<file path="src/hdl/sfrb_pkg.sv">
package sfrb_pkg;

    typedef logic [7:0] sfrb_byte_t;
    typedef logic [4:0] sfrb_slot_t;

    // Register indices (byte address on the bus is four times these)
    localparam logic [7:0] OFS_PLO    = 8'h82;
    localparam logic [7:0] OFS_PHI    = 8'h83;
    localparam logic [7:0] OFS_CDIV   = 8'h95;
    localparam logic [7:0] OFS_ADC1   = 8'h97;
    localparam logic [7:0] OFS_MODB   = 8'ha1;
    localparam logic [7:0] OFS_AUX    = 8'ha2;
    localparam logic [7:0] OFS_INSEL  = 8'ha3;
    localparam logic [7:0] OFS_INTE   = 8'ha8;
    localparam logic [7:0] OFS_CMP    = 8'hac;
    localparam logic [7:0] OFS_BNDL   = 8'hbc;
    localparam logic [7:0] OFS_MODA   = 8'hc0;
    localparam logic [7:0] OFS_BNDH   = 8'hc4;
    localparam logic [7:0] OFS_RES0   = 8'hd5;
    localparam logic [7:0] OFS_RES1   = 8'hd6;
    localparam logic [7:0] OFS_RES2   = 8'hd7;
    localparam logic [7:0] OFS_ACU    = 8'he0;
    localparam logic [7:0] OFS_FMCTL  = 8'he4;
    localparam logic [7:0] OFS_FMDAT  = 8'he5;
    localparam logic [7:0] OFS_FMADL  = 8'he6;
    localparam logic [7:0] OFS_FMADH  = 8'he7;
    localparam logic [7:0] OFS_BREG   = 8'hf0;
    localparam logic [7:0] OFS_RES3   = 8'hf5;

    // Storage slots inside the register file
    localparam int         NUM_SLOTS  = 21;
    localparam sfrb_slot_t SLOT_NONE  = 5'h1f;
    localparam sfrb_slot_t SLOT_PLO   = 5'h00;
    localparam sfrb_slot_t SLOT_PHI   = 5'h01;
    localparam sfrb_slot_t SLOT_CDIV  = 5'h02;
    localparam sfrb_slot_t SLOT_ADC1  = 5'h03;
    localparam sfrb_slot_t SLOT_MODB  = 5'h04;
    localparam sfrb_slot_t SLOT_AUX   = 5'h05;
    localparam sfrb_slot_t SLOT_INSEL = 5'h06;
    localparam sfrb_slot_t SLOT_INTE  = 5'h07;
    localparam sfrb_slot_t SLOT_CMP   = 5'h08;
    localparam sfrb_slot_t SLOT_BNDL  = 5'h09;
    localparam sfrb_slot_t SLOT_MODA  = 5'h0a;
    localparam sfrb_slot_t SLOT_BNDH  = 5'h0b;
    localparam sfrb_slot_t SLOT_RES0  = 5'h0c;
    localparam sfrb_slot_t SLOT_RES1  = 5'h0d;
    localparam sfrb_slot_t SLOT_RES2  = 5'h0e;
    localparam sfrb_slot_t SLOT_ACU   = 5'h0f;
    localparam sfrb_slot_t SLOT_FMDAT = 5'h10;
    localparam sfrb_slot_t SLOT_FMADL = 5'h11;
    localparam sfrb_slot_t SLOT_FMADH = 5'h12;
    localparam sfrb_slot_t SLOT_BREG  = 5'h13;
    localparam sfrb_slot_t SLOT_RES3  = 5'h14;

    // Reset values and field layout
    localparam sfrb_byte_t RST_ZERO     = 8'h00;
    localparam sfrb_byte_t RST_BNDH     = 8'hff;
    localparam sfrb_byte_t FM_RST_READ  = 8'h70;
    localparam sfrb_byte_t FM_FIXED_ONE = 8'h70;
    localparam int         FM_BUSY_BIT  = 7;
    localparam int         AUX_SOFT_BIT = 3;
    localparam int         AUX_ZERO_BIT = 2;
    // Bits that hold state; all others read zero
    localparam sfrb_byte_t MASK_ALL   = 8'hff;
    localparam sfrb_byte_t MASK_ADC1  = 8'hef;
    localparam sfrb_byte_t MASK_HINIB = 8'hf0;
    localparam sfrb_byte_t MASK_MODB  = 8'hea;
    localparam sfrb_byte_t MASK_AUX   = 8'hf1;
    localparam sfrb_byte_t MASK_CMP   = 8'h3b;
    localparam sfrb_byte_t MASK_INTE  = 8'hea;
    // Bus index layout: bit 8 selects the bit-address window
    localparam int         IDX_W      = 9;
    localparam int         IDX_BITWIN = 8;

    function automatic sfrb_slot_t slot_of(input sfrb_byte_t ofs);
        case (ofs)
            OFS_PLO:   slot_of = SLOT_PLO;
            OFS_PHI:   slot_of = SLOT_PHI;
            OFS_CDIV:  slot_of = SLOT_CDIV;
            OFS_ADC1:  slot_of = SLOT_ADC1;
            OFS_MODB:  slot_of = SLOT_MODB;
            OFS_AUX:   slot_of = SLOT_AUX;
            OFS_INSEL: slot_of = SLOT_INSEL;
            OFS_INTE:  slot_of = SLOT_INTE;
            OFS_CMP:   slot_of = SLOT_CMP;
            OFS_BNDL:  slot_of = SLOT_BNDL;
            OFS_MODA:  slot_of = SLOT_MODA;
            OFS_BNDH:  slot_of = SLOT_BNDH;
            OFS_RES0:  slot_of = SLOT_RES0;
            OFS_RES1:  slot_of = SLOT_RES1;
            OFS_RES2:  slot_of = SLOT_RES2;
            OFS_ACU:   slot_of = SLOT_ACU;
            OFS_FMDAT: slot_of = SLOT_FMDAT;
            OFS_FMADL: slot_of = SLOT_FMADL;
            OFS_FMADH: slot_of = SLOT_FMADH;
            OFS_BREG:  slot_of = SLOT_BREG;
            OFS_RES3:  slot_of = SLOT_RES3;
            default:   slot_of = SLOT_NONE;
        endcase
    endfunction

    function automatic sfrb_byte_t mask_of(input sfrb_slot_t s);
        case (s)
            SLOT_ADC1:              mask_of = MASK_ADC1;
            SLOT_INSEL, SLOT_MODA:  mask_of = MASK_HINIB;
            SLOT_MODB:              mask_of = MASK_MODB;
            SLOT_AUX:               mask_of = MASK_AUX;
            SLOT_CMP:               mask_of = MASK_CMP;
            SLOT_INTE:              mask_of = MASK_INTE;
            default:                mask_of = MASK_ALL;
        endcase
    endfunction

    function automatic sfrb_byte_t reset_of(input sfrb_slot_t s);
        reset_of = (s == SLOT_BNDH) ? RST_BNDH : RST_ZERO;
    endfunction

endpackage

</file>
<file path="src/hdl/sfrb_wb_front.sv">
`timescale 1ns/10ps
module sfrb_wb_front (
    // Clock and reset
    input  wire logic clk_i,
    input  wire logic rst_i,
    // Wishbone handshake
    input  wire logic cyc_i,
    input  wire logic stb_i,
    output logic      ack_o,
    // One-cycle access strobe toward the bank
    output logic      req_o
);

    logic ack_ff;

    // Masking the request while ack is high keeps one held request from acting twice
    assign req_o = cyc_i & stb_i & ~ack_ff;
    assign ack_o = ack_ff;

    always_ff @(posedge clk_i) begin
        if (rst_i) begin
            ack_ff <= 1'b0;
        end else begin
            ack_ff <= req_o;
        end
    end

endmodule

</file>
<file path="src/hdl/sfrb_regfile.sv">
`timescale 1ns/10ps
module sfrb_regfile
    import sfrb_pkg::*;
(
    // Clock and reset
    input  wire logic              clk_i,
    input  wire logic              rst_i,
    // Write port
    input  wire logic              we_i,
    input  wire sfrb_pkg::sfrb_slot_t slot_i,
    input  wire sfrb_pkg::sfrb_byte_t wdata_i,
    // Every stored byte, straight from its flip-flops
    output sfrb_pkg::sfrb_byte_t   q_o [sfrb_pkg::NUM_SLOTS]
);

    sfrb_byte_t mem_ff [NUM_SLOTS];

    always_ff @(posedge clk_i) begin
        for (int i = 0; i < NUM_SLOTS; i++) begin
            if (rst_i) begin
                mem_ff[i] <= reset_of(sfrb_slot_t'(i));
            end else if (we_i && slot_i == sfrb_slot_t'(i)) begin
                mem_ff[i] <= wdata_i & mask_of(slot_i);
            end
        end
    end

    assign q_o = mem_ff;

endmodule

</file>
<file path="src/hdl/sfrb_bank.sv">
// The Wishbone register port is this design's own decision.
`timescale 1ns/10ps
// Contract
// - Reserved bits written zero, read unspecified
// - Fixed-zero bits always read back zero
// - Fixed-one bits always read back one
// - Flash control reads status, writes command
// - Flash status resets 70h, flash data/address zero
// - Accumulator and B allow single-bit access
// - Boundary high resets ones, low zeros
// - Four converter result registers reset zero
// - Data pointer is high and low byte
// - Flash address high/low bytes reset zero
module sfrb_bank
    import sfrb_pkg::*;
(
    // Clock and reset
    input  wire logic        clk_i,
    input  wire logic        rst_i,
    // Wishbone classic slave
    input  wire logic        wb_cyc_i,
    input  wire logic        wb_stb_i,
    input  wire logic        wb_we_i,
    input  wire logic [11:0] wb_adr_i,
    input  wire logic [3:0]  wb_sel_i,
    input  wire logic [31:0] wb_dat_i,
    output logic      [31:0] wb_dat_o,
    output logic             wb_ack_o,
    // Flash controller status
    input  wire logic        flash_busy_i,
    input  wire logic [3:0]  flash_flags_i,
    // Flash controller command side
    output logic [7:0]       flash_command_byte_o,
    output logic             flash_command_stb_o,
    output logic [7:0]       flash_write_data_o,
    output logic [15:0]      flash_address_o,
    // Core and peripheral controls
    output logic [15:0]      data_pointer_word_o,
    output logic [7:0]       accumulator_o,
    output logic [7:0]       multiply_aux_operand_o,
    output logic [7:0]       cpu_clock_divider_o,
    output logic [7:0]       auxiliary_function_o,
    output logic             software_reset_o,
    output logic [7:0]       interrupt_enable_zero_o,
    output logic [7:0]       comparator_one_control_o,
    // Converter controls
    output logic [7:0]       converter_control_one_o,
    output logic [7:0]       converter_mode_a_o,
    output logic [7:0]       converter_mode_b_o,
    output logic [7:0]       converter_input_select_o,
    output logic [7:0]       converter_boundary_high_o,
    output logic [7:0]       converter_boundary_low_o
);

    ////////////////////////////////////////////////////////////////////////
    // Decode

    logic [IDX_W-1:0] idx;
    sfrb_byte_t       ofs;
    logic             bit_win;
    logic [2:0]       bit_pos;
    sfrb_slot_t       byte_slot;
    sfrb_slot_t       bit_slot;
    logic             is_fmctl;
    logic             req;
    logic             wr_en;
    sfrb_byte_t       q [NUM_SLOTS];

    assign idx     = wb_adr_i[IDX_W+1:2];
    assign ofs     = idx[7:0];
    assign bit_win = idx[IDX_BITWIN];
    assign bit_pos = ofs[2:0];
    assign byte_slot = slot_of(ofs);
    assign is_fmctl  = !bit_win && ofs == OFS_FMCTL;
    assign wr_en     = req && wb_we_i && wb_sel_i[0];

    always_comb begin
        case ({ofs[7:3], 3'h0})
            OFS_ACU:  bit_slot = SLOT_ACU;
            OFS_BREG: bit_slot = SLOT_BREG;
            OFS_INTE: bit_slot = SLOT_INTE;
            default:  bit_slot = SLOT_NONE;
        endcase
    end

    sfrb_wb_front u_front (
        .clk_i (clk_i),
        .rst_i (rst_i),
        .cyc_i (wb_cyc_i),
        .stb_i (wb_stb_i),
        .ack_o (wb_ack_o),
        .req_o (req)
    );

    ////////////////////////////////////////////////////////////////////////
    // Register file write path

    logic       rf_we;
    sfrb_slot_t rf_slot;
    sfrb_byte_t rf_wdata;
    sfrb_byte_t bit_sel;

    assign bit_sel = 8'h01 << bit_pos;

    always_comb begin
        rf_we    = 1'b0;
        rf_slot  = SLOT_NONE;
        rf_wdata = 8'h00;
        if (wr_en && bit_win && bit_slot != SLOT_NONE) begin
            rf_we    = 1'b1;
            rf_slot  = bit_slot;
            rf_wdata = (q[bit_slot] & ~bit_sel)
                     | (wb_dat_i[0] ? bit_sel : 8'h00);
        end else if (wr_en && !bit_win && byte_slot != SLOT_NONE) begin
            rf_we    = 1'b1;
            rf_slot  = byte_slot;
            rf_wdata = wb_dat_i[7:0];
        end
    end

    sfrb_regfile u_regs (
        .clk_i   (clk_i),
        .rst_i   (rst_i),
        .we_i    (rf_we),
        .slot_i  (rf_slot),
        .wdata_i (rf_wdata),
        .q_o     (q)
    );

    ////////////////////////////////////////////////////////////////////////
    // Flash control: status on read, command on write

    logic       fm_busy_ff;
    logic [3:0] fm_flags_ff;
    sfrb_byte_t fm_cmd_ff;
    logic       fm_stb_ff;
    sfrb_byte_t fm_status;

    // status zeroed so the read shows 70h
    always_ff @(posedge clk_i) begin
        if (rst_i) begin
            fm_busy_ff  <= 1'b0;
            fm_flags_ff <= 4'h0;
        end else begin
            fm_busy_ff  <= flash_busy_i;
            fm_flags_ff <= flash_flags_i;
        end
    end

    always_ff @(posedge clk_i) begin
        if (rst_i) begin
            fm_cmd_ff <= 8'h00;
            fm_stb_ff <= 1'b0;
        end else begin
            fm_stb_ff <= wr_en && is_fmctl;
            if (wr_en && is_fmctl) begin
                fm_cmd_ff <= wb_dat_i[7:0];
            end
        end
    end

    // fixed-one field of the status byte
    assign fm_status = FM_FIXED_ONE | {fm_busy_ff, 3'h0, fm_flags_ff};

    ////////////////////////////////////////////////////////////////////////
    // Software reset request

    logic soft_rst_ff;

    // bit 3 of the auxiliary register pulses, never stored
    always_ff @(posedge clk_i) begin
        if (rst_i) begin
            soft_rst_ff <= 1'b0;
        end else begin
            soft_rst_ff <= wr_en && !bit_win && byte_slot == SLOT_AUX
                           && wb_dat_i[AUX_SOFT_BIT];
        end
    end

    ////////////////////////////////////////////////////////////////////////
    // Read path

    sfrb_byte_t nxt_dat;
    sfrb_byte_t dat_ff;

    // reserved and fixed-zero bits are never stored, so read zero
    always_comb begin
        nxt_dat = 8'h00;
        if (bit_win) begin
            if (bit_slot != SLOT_NONE) begin
                nxt_dat = {7'h00, q[bit_slot][bit_pos]};
            end
        end else if (is_fmctl) begin
            nxt_dat = fm_status;
        end else if (byte_slot != SLOT_NONE) begin
            nxt_dat = q[byte_slot];
        end
    end

    // Unmapped reads answer zero; the ack itself is never withheld
    always_ff @(posedge clk_i) begin
        if (rst_i) begin
            dat_ff <= 8'h00;
        end else if (req && !wb_we_i) begin
            dat_ff <= nxt_dat;
        end
    end

    assign wb_dat_o = {24'h000000, dat_ff};

    ////////////////////////////////////////////////////////////////////////
    // Outputs, all straight from register-file or local flip-flops

    assign flash_command_byte_o      = fm_cmd_ff;
    assign flash_command_stb_o       = fm_stb_ff;
    assign flash_write_data_o        = q[SLOT_FMDAT];
    assign flash_address_o           = {q[SLOT_FMADH], q[SLOT_FMADL]};
    assign data_pointer_word_o       = {q[SLOT_PHI], q[SLOT_PLO]};
    assign accumulator_o             = q[SLOT_ACU];
    assign multiply_aux_operand_o    = q[SLOT_BREG];
    assign cpu_clock_divider_o       = q[SLOT_CDIV];
    assign auxiliary_function_o      = q[SLOT_AUX];
    assign software_reset_o          = soft_rst_ff;
    assign interrupt_enable_zero_o   = q[SLOT_INTE];
    assign comparator_one_control_o  = q[SLOT_CMP];
    assign converter_control_one_o   = q[SLOT_ADC1];
    assign converter_mode_a_o        = q[SLOT_MODA];
    assign converter_mode_b_o        = q[SLOT_MODB];
    assign converter_input_select_o  = q[SLOT_INSEL];
    assign converter_boundary_high_o = q[SLOT_BNDH];
    assign converter_boundary_low_o  = q[SLOT_BNDL];

    ////////////////////////////////////////////////////////////////////////
    // Checks

    logic [IDX_W-1:0] last_idx_ff;
    logic             last_rd_ff;

    always_ff @(posedge clk_i) begin
        if (rst_i) begin
            last_idx_ff <= '0;
            last_rd_ff  <= 1'b0;
        end else if (req) begin
            last_idx_ff <= idx;
            last_rd_ff  <= !wb_we_i;
        end
    end

    AST_RSVD_READ_ZERO: assert property (
        @(posedge clk_i) disable iff (rst_i)
        wb_ack_o && last_rd_ff && last_idx_ff == {1'b0, OFS_INSEL}
        |-> wb_dat_o[3:0] == 4'h0)
        else $error("Reserved input-select bits read nonzero");

    AST_AUX_BIT2_ZERO: assert property (
        @(posedge clk_i) disable iff (rst_i)
        wb_ack_o && last_rd_ff && last_idx_ff == {1'b0, OFS_AUX}
        |-> !wb_dat_o[AUX_ZERO_BIT] && !wb_dat_o[AUX_SOFT_BIT])
        else $error("Auxiliary fixed-zero bit read as one");

    AST_FM_FIXED_ONES: assert property (
        @(posedge clk_i) disable iff (rst_i)
        wb_ack_o && last_rd_ff && last_idx_ff == {1'b0, OFS_FMCTL}
        |-> wb_dat_o[6:4] == 3'h7
            && wb_dat_o[FM_BUSY_BIT] == $past(fm_busy_ff))
        else $error("Flash status fixed bits or busy wrong");

    AST_FM_CMD_WRITE: assert property (
        @(posedge clk_i) disable iff (rst_i)
        wr_en && is_fmctl
        |=> flash_command_stb_o
            && flash_command_byte_o == $past(wb_dat_i[7:0])
            ##1 !flash_command_stb_o)
        else $error("Flash command not captured as one pulse");

    AST_FM_RESET: assert property (
        @(posedge clk_i) disable iff (rst_i)
        $past(rst_i) |-> fm_status == FM_RST_READ
            && flash_write_data_o == 8'h00 && flash_address_o == 16'h0000)
        else $error("Flash registers not at reset value");

    AST_BIT_WRITE: assert property (
        @(posedge clk_i) disable iff (rst_i)
        wr_en && bit_win && bit_slot == SLOT_ACU
        |=> accumulator_o[$past(bit_pos)] == $past(wb_dat_i[0])
            && (accumulator_o & ~$past(bit_sel))
               == ($past(accumulator_o) & ~$past(bit_sel)))
        else $error("Accumulator bit write disturbed other bits");

    AST_BOUNDARY_RESET: assert property (
        @(posedge clk_i) disable iff (rst_i)
        $past(rst_i) |-> converter_boundary_high_o == 8'hff
            && converter_boundary_low_o == 8'h00)
        else $error("Boundary registers not at reset value");

    AST_RESULT_RESET: assert property (
        @(posedge clk_i) disable iff (rst_i)
        $past(rst_i) |-> q[SLOT_RES0] == 8'h00 && q[SLOT_RES1] == 8'h00
            && q[SLOT_RES2] == 8'h00 && q[SLOT_RES3] == 8'h00)
        else $error("Converter result registers not cleared");

    AST_PTR_HIGH: assert property (
        @(posedge clk_i) disable iff (rst_i)
        wr_en && !bit_win && byte_slot == SLOT_PHI
        |=> data_pointer_word_o
            == {$past(wb_dat_i[7:0]), $past(data_pointer_word_o[7:0])})
        else $error("Data pointer high byte not updated alone");

    AST_FM_ADDR_LOW: assert property (
        @(posedge clk_i) disable iff (rst_i)
        wr_en && !bit_win && byte_slot == SLOT_FMADL
        |=> flash_address_o
            == {$past(flash_address_o[15:8]), $past(wb_dat_i[7:0])})
        else $error("Flash address low byte not updated alone");

    AST_SOFT_RST_PULSE: assert property (
        @(posedge clk_i) disable iff (rst_i)
        wr_en && !bit_win && byte_slot == SLOT_AUX
        |=> software_reset_o == $past(wb_dat_i[AUX_SOFT_BIT])
            && auxiliary_function_o[3:1] == 3'h0)
        else $error("Software reset pulse or aux fixed bits wrong");

    AST_NO_STRAY_WRITE: assert property (
        @(posedge clk_i) disable iff (rst_i)
        !(wr_en && (bit_win ? bit_slot == SLOT_ACU
                            : byte_slot == SLOT_ACU))
        |=> $stable(accumulator_o))
        else $error("Accumulator changed without a write");

endmodule

</file>
<file path="config.mk">
export PLATFORM = sky130hd
export DESIGN_NAME = sfrb_bank
export DESIGN_NICKNAME = d
export VERILOG_FILES = /design/src/hdl/sfrb_pkg.sv /design/src/hdl/sfrb_wb_front.sv /design/src/hdl/sfrb_regfile.sv /design/src/hdl/sfrb_bank.sv
export SDC_FILE = /design/constraint.sdc
export NUM_CORES = 1
export LEC_CHECK = 0
export BUFFER_PORTS_ARGS = -buffer_cell sky130_fd_sc_hd__buf_2
export CAP_MARGIN = 20
export CORE_MARGIN = 5
export CORE_UTILIZATION = 55
export DETAILED_ROUTE_END_ITERATION = 7
export PLACE_DENSITY = 0.84
export SETUP_SLACK_MARGIN = 0.15
export SKIP_LAST_GASP = 1
export SYNTH_ARGS = -nofsm -noshare
export SYNTH_HDL_FRONTEND = slang
export SYNTH_SLANG_ARGS = --single-unit
</file>
<file path="constraint.sdc">
create_clock -name clk_i -period 3.92 [get_ports clk_i]
set_input_delay 0.392 -clock clk_i [delete_from_list [all_inputs] [get_ports clk_i]]
set_output_delay 0.392 -clock clk_i [all_outputs]
set_load 0.01 [all_outputs]
</file>
**Word-level counts from Yosys, hierarchy flattened**

Index checks and enable logic that the tools add are counted.

- $lt $le $gt $ge: 3
- Equal/unequal tests: 48
- Shift-type cells: 1
- Muxes and demuxes: 64
- Bitwise operators: 29
- Reductions and logical operators: 37

Operators by type and width:

| cell | number |
|---|---|
| $mux W8 | 52 |
| $and A8 B8 Y8 | 22 |
| $eq A8 B8 Y1 const B | 22 |
| $pmux W5 S21 | 1 |
| $bmux W8 S5 | 2 |
| $eq A5 B4 Y1 const B | 8 |
| $eq A5 B5 Y1 const B | 8 |
| $pmux W8 S5 | 1 |
| $logic_and A1 B1 Y1 | 32 |
| $eq A5 B3 Y1 const B | 5 |
| $pmux W5 S3 | 1 |
| $ge A6 B6 Y1 const B | 2 |
| $not A5 Y6 | 2 |
| $eq A5 B2 Y1 const B | 2 |
| $mux W5 | 2 |
| $ne A5 B5 Y1 const B | 2 |
| $not A8 Y8 | 1 |
| $or A8 B8 Y8 | 1 |
| $shl A1 B3 Y8 const A | 1 |
| $eq A5 B1 Y1 const B | 1 |
| $logic_not A5 Y1 | 1 |
| $lt A3 B4 Y1 const B | 1 |
| $mux W1 | 4 |
| $reduce_or A2 Y1 | 2 |
| other kinds (4) | 6 |

- Bits in registers: 192
- Input port bits: 58
- Output and inout bits: 179
- Logic and storage cells: 210

**Longest topological paths before layout**

Gate-level depths: netlist of run 1.

- Word-level depth: 14
- Depth in mapped cells: 14
- Mapped depth without buffers: 9

**Cells and area by module**

From an unflattened synthesis of run 1, not the netlist that was laid out.

- Cell total of the unflattened synthesis: 1142
- Area, all modules: 9935.8 µm²

By module, submodules not included:

| module | times used | cells an instance | area each (µm²) | seq. area each (µm²) |
|---|---|---|---|---|
| sfrb_regfile | 1 | 596 | 6155.9 | 3363.2 |
| sfrb_bank | 1 | 543 | 3737.3 | 460.4 |
| sfrb_wb_front | 1 | 3 | 42.5 | 20.0 |

**Least setup slack after synthesis of run 1**

No wires, ideal clock.

- Kind: in2reg
- Start: in wb_adr_i[3]
- End: reg u_regs.mem_ff, in the netlist u_regs.q_o[73]
- Setup time: 120 ps
- Data arrival time: 2861 ps
- Required time: 3800 ps
- Slack: 939 ps
- Stages on the path: 10
- Buffers on the path: 4
- Cell sequence: buf_2 or4b_4 o211a_1 and2_0 buf_2 a211o_1 or3_1 buf_2 buf_6 a211o_1

- Longest elaborated chain between the ends: 12
- Elaborated cells between the ends (all ways): 50
- Those cells by class: eq/ne (30); shift (1); mux (11); bitwise (4); reduce/logical (4)

Ends and longest elaborated chain:

| element | line | text |
|---|---|---|
| from (decl) | sfrb_bank.sv:24 | `input wire logic [11:0] wb_adr_i,` |
| $eq A8 B8 Y1 | sfrb_pkg.sv:76 | `case (ofs)` |
| $pmux W5 S21 | sfrb_pkg.sv:76 |  |
| $ne A5 B5 Y1 | sfrb_bank.sv:114 | `end else if (wr_en && !bit_win && byte_slot != SLOT_NONE) begin` |
| $logic_and A1 B1 Y1 | sfrb_bank.sv:114 |  |
| $mux W5 | sfrb_bank.sv:114 |  |
| $mux W5 | sfrb_bank.sv:109 | `if (wr_en && bit_win && bit_slot != SLOT_NONE) begin` |
| $eq A5 B3 Y1 / $eq A5 B4 Y1 (equally long branches) | sfrb_pkg.sv:103 | `case (s)` |
| $reduce_or A2 Y1, on equally long branches | n/a |  |
| $pmux W8 S5 | sfrb_pkg.sv:103 |  |
| $mux W8 | sfrb_regfile.sv:22 | `end else if (we_i && slot_i == sfrb_slot_t'(i)) begin` |
| $mux W8 | sfrb_regfile.sv:20 | `if (rst_i) begin` |
| $and A8 B8 Y8 | sfrb_regfile.sv:23 | `mem_ff[i] <= wdata_i & mask_of(slot_i);` |
| to (signal, indexed assignment) | sfrb_regfile.sv:21 | `mem_ff[i] <= reset_of(sfrb_slot_t'(i));` |
| to (signal, indexed assignment) | sfrb_regfile.sv:23 |  |
| to (decl) | sfrb_regfile.sv:16 | `sfrb_byte_t mem_ff [NUM_SLOTS];` |

Several ways; a longest one is shown, not always the timed one. The select of a mux whose other input is x is not followed.
A chain may end at the register's enable or synchronous reset.

**Final worst setup path of run 1**

- Start: in wb_adr_i[8]
- End: reg dat_ff[7]

- Longest elaborated chain between the ends: 9
- Elaborated cells between the ends (all ways): 32
- Those cells by class: eq/ne (23); mux (7); bitwise (1); reduce/logical (1)

Ends and longest elaborated chain:

| element | line | text |
|---|---|---|
| $eq A8 B8 Y1 | sfrb_pkg.sv:76 |  |
| $pmux W5 S21 | sfrb_pkg.sv:76 |  |
| $not A5 Y6 (implied by the code) | sfrb_bank.sv:196 | `nxt_dat = q[byte_slot];` |
| $bmux W8 S5 | sfrb_bank.sv:196 |  |
| $mux W8 (implied by the code) (2 in series) | sfrb_bank.sv:196 |  |
| $mux W8 | sfrb_bank.sv:195 | `end else if (byte_slot != SLOT_NONE) begin` |
| $mux W8 * | sfrb_bank.sv:193 | `end else if (is_fmctl) begin` |
| $mux W8 * | sfrb_bank.sv:189 | `if (bit_win) begin` |
| to (signal assigned) | sfrb_bank.sv:205 | `dat_ff <= nxt_dat;` |
| to (decl) | sfrb_bank.sv:184 | `sfrb_byte_t dat_ff;` |

Every way passes the cells marked *; elsewhere a longest branch is shown, timed or not. The select of a mux whose other input is x is not followed.

==> results of run 1 <==
synth_stat cells, types with 7 or more instances:
cell | instances | area [sq um]
sky130_fd_sc_hd__a221oi_1 | 12 | 105
sky130_fd_sc_hd__inv_1 | 8 | 30.0
sky130_fd_sc_hd__o211ai_1 | 7 | 52.6
sky130_fd_sc_hd__a211oi_1 | 25 | 188
sky130_fd_sc_hd__nand2b_1 | 23 | 144
sky130_fd_sc_hd__dfxtp_1 | 192 | 3840
sky130_fd_sc_hd__clkbuf_1 | 43 | 161
sky130_fd_sc_hd__nand2_1 | 137 | 514
sky130_fd_sc_hd__mux2i_1 | 113 | 1130
sky130_fd_sc_hd__nor2_1 | 171 | 642
sky130_fd_sc_hd__nor2b_1 | 12 | 75.1
sky130_fd_sc_hd__a31oi_1 | 25 | 156
sky130_fd_sc_hd__and2_1 | 19 | 119
sky130_fd_sc_hd__o21ai_0 | 26 | 130
sky130_fd_sc_hd__nand3_1 | 31 | 155
sky130_fd_sc_hd__o22ai_1 | 19 | 119
sky130_fd_sc_hd__nor3_1 | 23 | 115
sky130_fd_sc_hd__a311oi_1 | 13 | 114
sky130_fd_sc_hd__buf_2 | 27 | 135
sky130_fd_sc_hd__buf_4 | 165 | 1240
sky130_fd_sc_hd__nand3b_1 | 7 | 52.6
sky130_fd_sc_hd__a21oi_1 | 40 | 200
sky130_fd_sc_hd__or3_1 | 8 | 50.1
sky130_fd_sc_hd__mux2_2 | 10 | 113
power groups by stage:
| stage | registers [mW] | logic, mW | clock network, mW |
|---|---|---|---|
| after floorplan | 2.00 | 0.197 | 0 |
| after global placement | 2.00 | 0.300 | 0 |
| after detailed placement | 2.00 | 0.301 | 0 |
| after CTS | 1.96 | 0.303 | 1.67 |
| after global routing | 1.96 | 0.329 | 1.76 |
| final | 1.96 | 0.316 | 1.67 |
flip-flops by register name, summed over array words and instances (netlist names):
signal and count:
u_front.ack_o 1, flash_command_stb_o 1, flash_command_byte_o 8, fm_flags_ff 4, fm_busy_ff 1, dat_ff 8, software_reset_o 1, u_regs.q_o 168
cell usage in the layout, fill, tap and decap left out, types with 13 or more instances in the layout:
cell                        count
sky130_fd_sc_hd__a311oi_1      13
sky130_fd_sc_hd__clkbuf_16     17
sky130_fd_sc_hd__o22ai_1       19
sky130_fd_sc_hd__nand2b_1      23
sky130_fd_sc_hd__nand2_1      137
sky130_fd_sc_hd__nand3_1       31
sky130_fd_sc_hd__dfxtp_1      192
sky130_fd_sc_hd__o21ai_0       26
sky130_fd_sc_hd__a21oi_1       40
sky130_fd_sc_hd__conb_1        24
sky130_fd_sc_hd__buf_2        181
sky130_fd_sc_hd__a211oi_1      25
sky130_fd_sc_hd__a31oi_1       25
sky130_fd_sc_hd__mux2i_1      113
sky130_fd_sc_hd__buf_4         86
sky130_fd_sc_hd__nor3_1        23
sky130_fd_sc_hd__and2_1        19
sky130_fd_sc_hd__nor2_1       169
area by class of cell:
class                   count  area, sq um  share of cell area
repair buffers            270         1610               0.137
clock buffers              18          429              0.0364
inverters                   8         30.0             0.00255
clock inverters            14          123              0.0104
multi-input cells         867         5410               0.459
well taps                 265          332              0.0282
flip-flops and latches    192         3840               0.326
critical path: cells and delay by family:
kind | cells | cell delay, ns
AND/OR/NAND/NOR | 4 | 1.84
AO/OA/AOI/OAI | 5 | 0.87
buffers and inverters | 2 | 0.54
final timing paths:
path / endpoint / start / cells after the start / slack, ns
worst max register to register: u_regs.q_o[8]$_SDFFE_PP0P_ / u_front.ack_o$_SDFF_PP0_ / 9 / 0.60
worst min register to register: u_regs.q_o[69]$_SDFFE_PP0P_ / u_regs.q_o[69]$_SDFFE_PP0P_ / 2 / 0.46
worst max-delay path: dat_ff[7]$_SDFFE_PP0P_ / wb_adr_i[8] / 11 / 0.58
worst min-delay path: fm_flags_ff[0]$_SDFF_PP0_ / flash_flags_i[0] / 2 / 0.16
per-stage QoR:
stage          instances  power, mW
2_1_floorplan       1305       2.20
3_3_place_gp        1602       2.30
3_5_place_dp        1602       2.30
4_1_cts             1634       3.93
5_1_grt             1634       4.04
6_report            1634       3.95
routing by layer:
metal / routed length, um / vias up / track usage
li1: - / 4478 / -
met1: 14700 / 4759 / 0.442
met2: 16900 / 801 / 0.510
met3: 4790 / 172 / 0.0878
met4: 2610 / 0 / 0.186
met5: 0 / - / 0
cells by family after synthesis:
group                     after synthesis
buffers and inverters                 246
DFF                                   192
other                                   1
and+or+nand+nor                       492
xor gates and xnor gates                1
AOI/OAI and AO/OA                     225
muxes                                 125
==> results.py, run 1 <==
metrics = {
    "setup_path": {
        "required_ns": 4.24,
        "arrival_ns": 3.65,
        "cells_along_the_critical_path": "buf_2, nand2b_1, a211oi_4, or3_4, nor3_1, nor2_2, buf_12, a221oi_1, a31oi_1, a32oi_1, o21ai_0",
        "worst_setup_path_start_kind": "primary input",
        "slowest_stage": "sky130_fd_sc_hd__nor3_1",
        "crit_path_end_kind": "register",
        "max_stage_delay_on_crit_path_ns": 0.71,
        "cp_max_fo": 19,
        "crit_type": "in -> reg",
    },
    "global_routing": {
        "antenna_found_initial": 0,
        "global_route_wire_length_before_repair_mm": 57.4,
        "overflow": 0,
        "grt_max_degree": 66,
        "grt_pass1_vias": 9495,
        "track_usage": 0.338,
    },
    "die": {
        "placeableCoreArea_sq_mm": 0.0193,
        "row_count": 51,
        "design.portCount": 237,
        "design.die.area_sq_mm": 0.0224,
        "die_w_um": 150,
        "floorplan.initialDensity": 0.556,
        "dieHeight_um": 150,
    },
    "clock_tree": {
        "cts_tree": "built",
        "cts_sinks": 192,
        "cts_repair_resize_count": 0,
        "cts.repair_timing.setup_buffer_count": 0,
        "postCtsHoldBufs": 0,
        "worst_setup_hold_path_clk_slew_ns": 0.07,
        "cts_root_buffer": "sky130_fd_sc_hd__clkbuf_16",
        "clk_path_buf_depth": 2,
        "ctsHtreeMaxLevel": 4,
        "clock_insertion_delay_worst_skew_ns": 0.45,
        "numCtsBuffers": 17,
    },
    "power_and_ir_drop": {
        "power.clock.fraction": 0.424,
        "ir_worst_vdd_v": 0.000273,
        "power.static_leakage_nw": 4.96,
        "power.share.switching": 0.270,
        "power_frac_comb": 0.080,
        "power.density_cell_area_mw_per_mm2": 335,
        "total_switching_power_mw": 1.06,
        "internal_power_mw": 2.88,
        "power.sequential.fraction": 0.496,
    },
    "logic_synthesis": {
        "synth.lib_cells_used.distinct": 80,
        "combinational_family_with_the_most_area_after_synthesis": "simple AND/OR/NAND/NOR gates",
        "synth_xor_area_frac": 0.000815,
        "synth-async-reset-ratio": 0,
        "compound_gate_fraction_of_synth_area": 0.152,
        "synthSimpleGateAreaFrac": 0.221,
        "synthFlopType": "sky130_fd_sc_hd__dfxtp_1",
        "synth_edf_count": 0,
        "post_synthesis_cell_count": 1282,
        "mappedNetlistArea_sq_mm": 0.0107,
        "mux_cell_area_share_after_synthesis": 0.120,
        "ys_warn_count": 0,
        "yosysSeqAreaShare": 0.358,
        "synth_fa_ha_area_frac": 0,
        "yosys_register_bits": 192,
        "synthesis.area_per_instance_sq_um": 8.38,
    },
    "detailed_routing": {
        "route.detailed.wl_per_inst_um": 23.9,
        "final_antenna_violating_net_count": 0,
        "wirelength_mm": 39.0,
        "drcViolationCount": 1,
        "avgViaCountPerCell": 6.25,
        "routed-via-count": 10200,
        "first_iter_violations": 1516,
        "dr_pass1_iterations": 8,
    },
    "sta": {
        "slew_headroom": 0.203,
        "setup_violations": 0,
        "max_freq_mhz": 300,
        "hold-worst-slack_ns": 0.156,
        "layout_min_cycle_time_ns": 3.34,
        "timing.final.hold_violations": 0,
        "clock_skew_ns": 0.0136,
        "grt_setup_unrepaired": "no",
        "timing_worst_slew_pin_value_ns": 1.19,
        "drv_slew": 0,
        "total_negative_slack_ns": 0,
        "min_period_over_period": 0.851,
        "setup_ws_ns": 0.584,
    },
    "placed_design": {
        "port_buf_inserts": 182,
        "placed_area_sq_mm": 0.0112,
        "place.gp.congestion": 1.03,
        "dp.final_hpwl_mm": 28.9,
        "dp_worst_setup_slack_ns": 0.242,
    },
    "layout": {
        "num-fill-cells": 1717,
        "final_nets": 1414,
        "num_antenna_cells": 0,
        "finish.utilization": 0.609,
        "syn_to_final_growth_pct": 9.61,
        "drive_above_1_share": 0.258,
        "final_cell_area_sq_mm": 0.0118,
    },
    "run_status": {
        "outcome": "finished with violations",
        "failed_checks": "DRC",
    },
    "hold_path": {
        "worstHoldPathType": "in -> reg",
    },
    "flow_run": {
        "maxCapViolCount": 0,
    },
}
No activity file was read; power rests on OpenSTA's default activity.
==> inputs of run 2 (changes only) <==
Settings changed: CORE_MARGIN 5 to 2, PLACE_DENSITY 0.84 to 0.85, SKIP_CTS_REPAIR_TIMING from default to 1.
==> run 2 against run 1 <==
  * The flow now finishes without violations
  * Register-to-register slack improved by 0.17 ns
  * Clock power rose by 8%
  * Critical path depth did not move
  * Total power rose by 3.5%
  * Die area fell by 7.9%
  * Core utilization rose by 0.33 points
  * Critical path type unchanged
  * Critical endpoint is now u_regs.q_o[8]$_SDFFE_PP0P_
==> results.py, run 2 (synthesized netlist as in run 1, its figures left out) <==
metrics = {
    "detailed_routing": {
        "drcViolationCount": 0,
        "first_iter_violations": 1231,
        "routed-via-count": 10100,
        "route.detailed.wl_per_inst_um": 23.3,
        "dr_pass1_iterations": 7,
        "wirelength_mm": 38.1,
        "avgViaCountPerCell": 6.18,
        "final_antenna_violating_net_count": 0,
    },
    "layout": {
        "mostFrequentLayoutCell": "sky130_fd_sc_hd__dfxtp_1",
        "sequential_cell_area_sq_mm": 0.00384,
        "num_antenna_cells": 0,
        "final_nets": 1415,
        "drive_above_1_share": 0.259,
        "largest_register_ffs": 168,
        "syn_to_final_growth_pct": 10.2,
        "final_cell_mix": "sky130_fd_sc_hd__dfxtp_1, sky130_fd_sc_hd__buf_2, sky130_fd_sc_hd__nor2_1",
        "multi_input_area_sq_mm": 0.00541,
        "num-fill-cells": 1713,
    },
    "clock_tree": {
        "cts_sinks": 192,
        "clk_path_buf_depth": 2,
        "numCtsBuffers": 17,
        "ctsHtreeMaxLevel": 4,
        "worst_setup_hold_path_clk_slew_ns": 0.07,
        "clock_insertion_delay_worst_skew_ns": 0.44,
        "cts_root_buffer": "sky130_fd_sc_hd__clkbuf_16",
        "cts_tree": "built",
    },
    "setup_path": {
        "cells_along_the_critical_path": "buf_2, nand2b_1, nor4_1, buf_4, or3_4, o31a_2, a32oi_2, o21ai_1, a31oi_1, mux2i_1, nor2_1",
        "required_ns": 4.28,
        "worst_setup_path_start_kind": "primary input",
        "crit_type": "in -> reg",
        "crit_path_end_kind": "register",
        "cp_max_fo": 21,
        "max_stage_delay_on_crit_path_ns": 0.86,
        "arrival_ns": 3.66,
        "slowest_stage": "sky130_fd_sc_hd__a31oi_1",
    },
    "power_and_ir_drop": {
        "internal_power_mw": 3.03,
        "total_switching_power_mw": 1.06,
        "power.density_cell_area_mw_per_mm2": 345,
        "power_frac_comb": 0.077,
        "power.static_leakage_nw": 5.00,
        "ir_worst_vdd_v": 0.000300,
        "power.sequential.fraction": 0.479,
        "power.share.switching": 0.259,
        "fin_total_pwr_mw": 4.08,
        "power.clock.fraction": 0.443,
    },
    "sta": {
        "timing.final.hold_violations": 0,
        "slew_headroom": 0.302,
        "layout_min_cycle_time_ns": 3.29,
        "clock_skew_ns": 0.0111,
        "drv_slew": 0,
        "total_negative_slack_ns": 0,
        "setup_violations": 0,
        "max_freq_mhz": 304,
        "grt_setup_unrepaired": "no",
        "timing_worst_slew_pin_value_ns": 1.04,
        "min_period_over_period": 0.840,
    },
    "die": {
        "design.portCount": 237,
        "row_count": 51,
        "placeableCoreArea_sq_mm": 0.0193,
        "die_w_um": 144,
        "dieHeight_um": 144,
        "floorplan.initialDensity": 0.556,
        "design.die.area_sq_mm": 0.0207,
    },
    "hold_path": {
        "worstHoldPathType": "in -> reg",
    },
    "global_routing": {
        "antenna_found_initial": 0,
        "grt_max_degree": 92,
        "overflow": 0,
        "track_usage": 0.366,
        "global_route_wire_length_before_repair_mm": 56.5,
        "grt_pass1_vias": 9353,
    },
    "placed_design": {
        "port_buf_inserts": 182,
        "place.gp.congestion": 1.08,
        "dp.final_hpwl_mm": 28.0,
    },
    "flow_run": {
        "maxCapViolCount": 0,
    },
    "run_status": {
        "outcome": "completed",
    },
}
[run 2: cell count changes in the layout (fill, tap and decap cells not counted), sizes merged]
cell,before,now
clkinvlp,1,0
clkinv,5,6
inv,16,14
bufinv,0,2
buf,270,271
[run 2: power groups by stage]
| stage | Sequential, mW | Clock, mW | Combinational [mW] |
|---|---|---|---|
| CTS | 1.96 | 1.81 | 0.303 |
| global placement | 2.00 | 0 | 0.300 |
| finish | 1.96 | 1.81 | 0.316 |
| floorplan | 2.00 | 0 | 0.197 |
| detailed placement | 2.00 | 0 | 0.301 |
| global route | 1.96 | 1.88 | 0.330 |
[run 2: through the flow]
| stage | cells | hold WS (ns) | worst slack (ns) | instance area (sq um) | utilization |
|---|---|---|---|---|---|
| 2_1_floorplan | 1305 | 0.437 | 0.939 | 10800 | - |
| 3_3_place_gp | 1603 | 0.444 | 0.319 | 11200 | 0.581 |
| 3_5_place_dp | 1603 | 0.457 | 0.311 | 11200 | 0.581 |
| 4_1_cts | 1635 | 0.161 | 0.752 | 11800 | 0.612 |
| 5_1_grt | 1635 | 0.180 | 0.500 | 11800 | 0.612 |
| 6_report | 1635 | 0.163 | 0.627 | 11800 | 0.612 |
[run 2: layout make-up]
cell class / instances / area share
timing repair buffer: 271 / 0.137
clock buffer: 18 / 0.0371
tap: 265 / 0.0280
clock inverter: 14 / 0.0143
sequential: 192 / 0.325
multi-input combinational: 867 / 0.457
inverter: 8 / 0.00254
[run 2: path summary, 6_finish.rpt]
check        slack (ns)                         from  depth (start not counted)                          end
max                0.63                  wb_adr_i[6]                         11   u_regs.q_o[8]$_SDFFE_PP0P_
min reg2reg        0.47  u_regs.q_o[66]$_SDFFE_PP0P_                          2  u_regs.q_o[66]$_SDFFE_PP0P_
max reg2reg        0.77     u_front.ack_o$_SDFF_PP0_                          9   u_regs.q_o[8]$_SDFFE_PP0P_
min                0.16                 flash_busy_i                          2        fm_busy_ff$_SDFF_PP0_
[run 2: critical path: cells and delay by family]
family	cells	cell delay (ns)
simple gates	4	0.80
mux	1	0.21
compound gates	4	1.76
buf+inv	2	0.49
[run 2: layer usage]
metal	share of wire	vias up	routed length (um)	track usage
li1	-	4489	-	-
met1	0.40	4748	15200	0.483
met2	0.43	710	16500	0.554
met3	0.11	165	4170	0.0933
met4	0.058	0	2220	0.187
met5	0	-	0	0
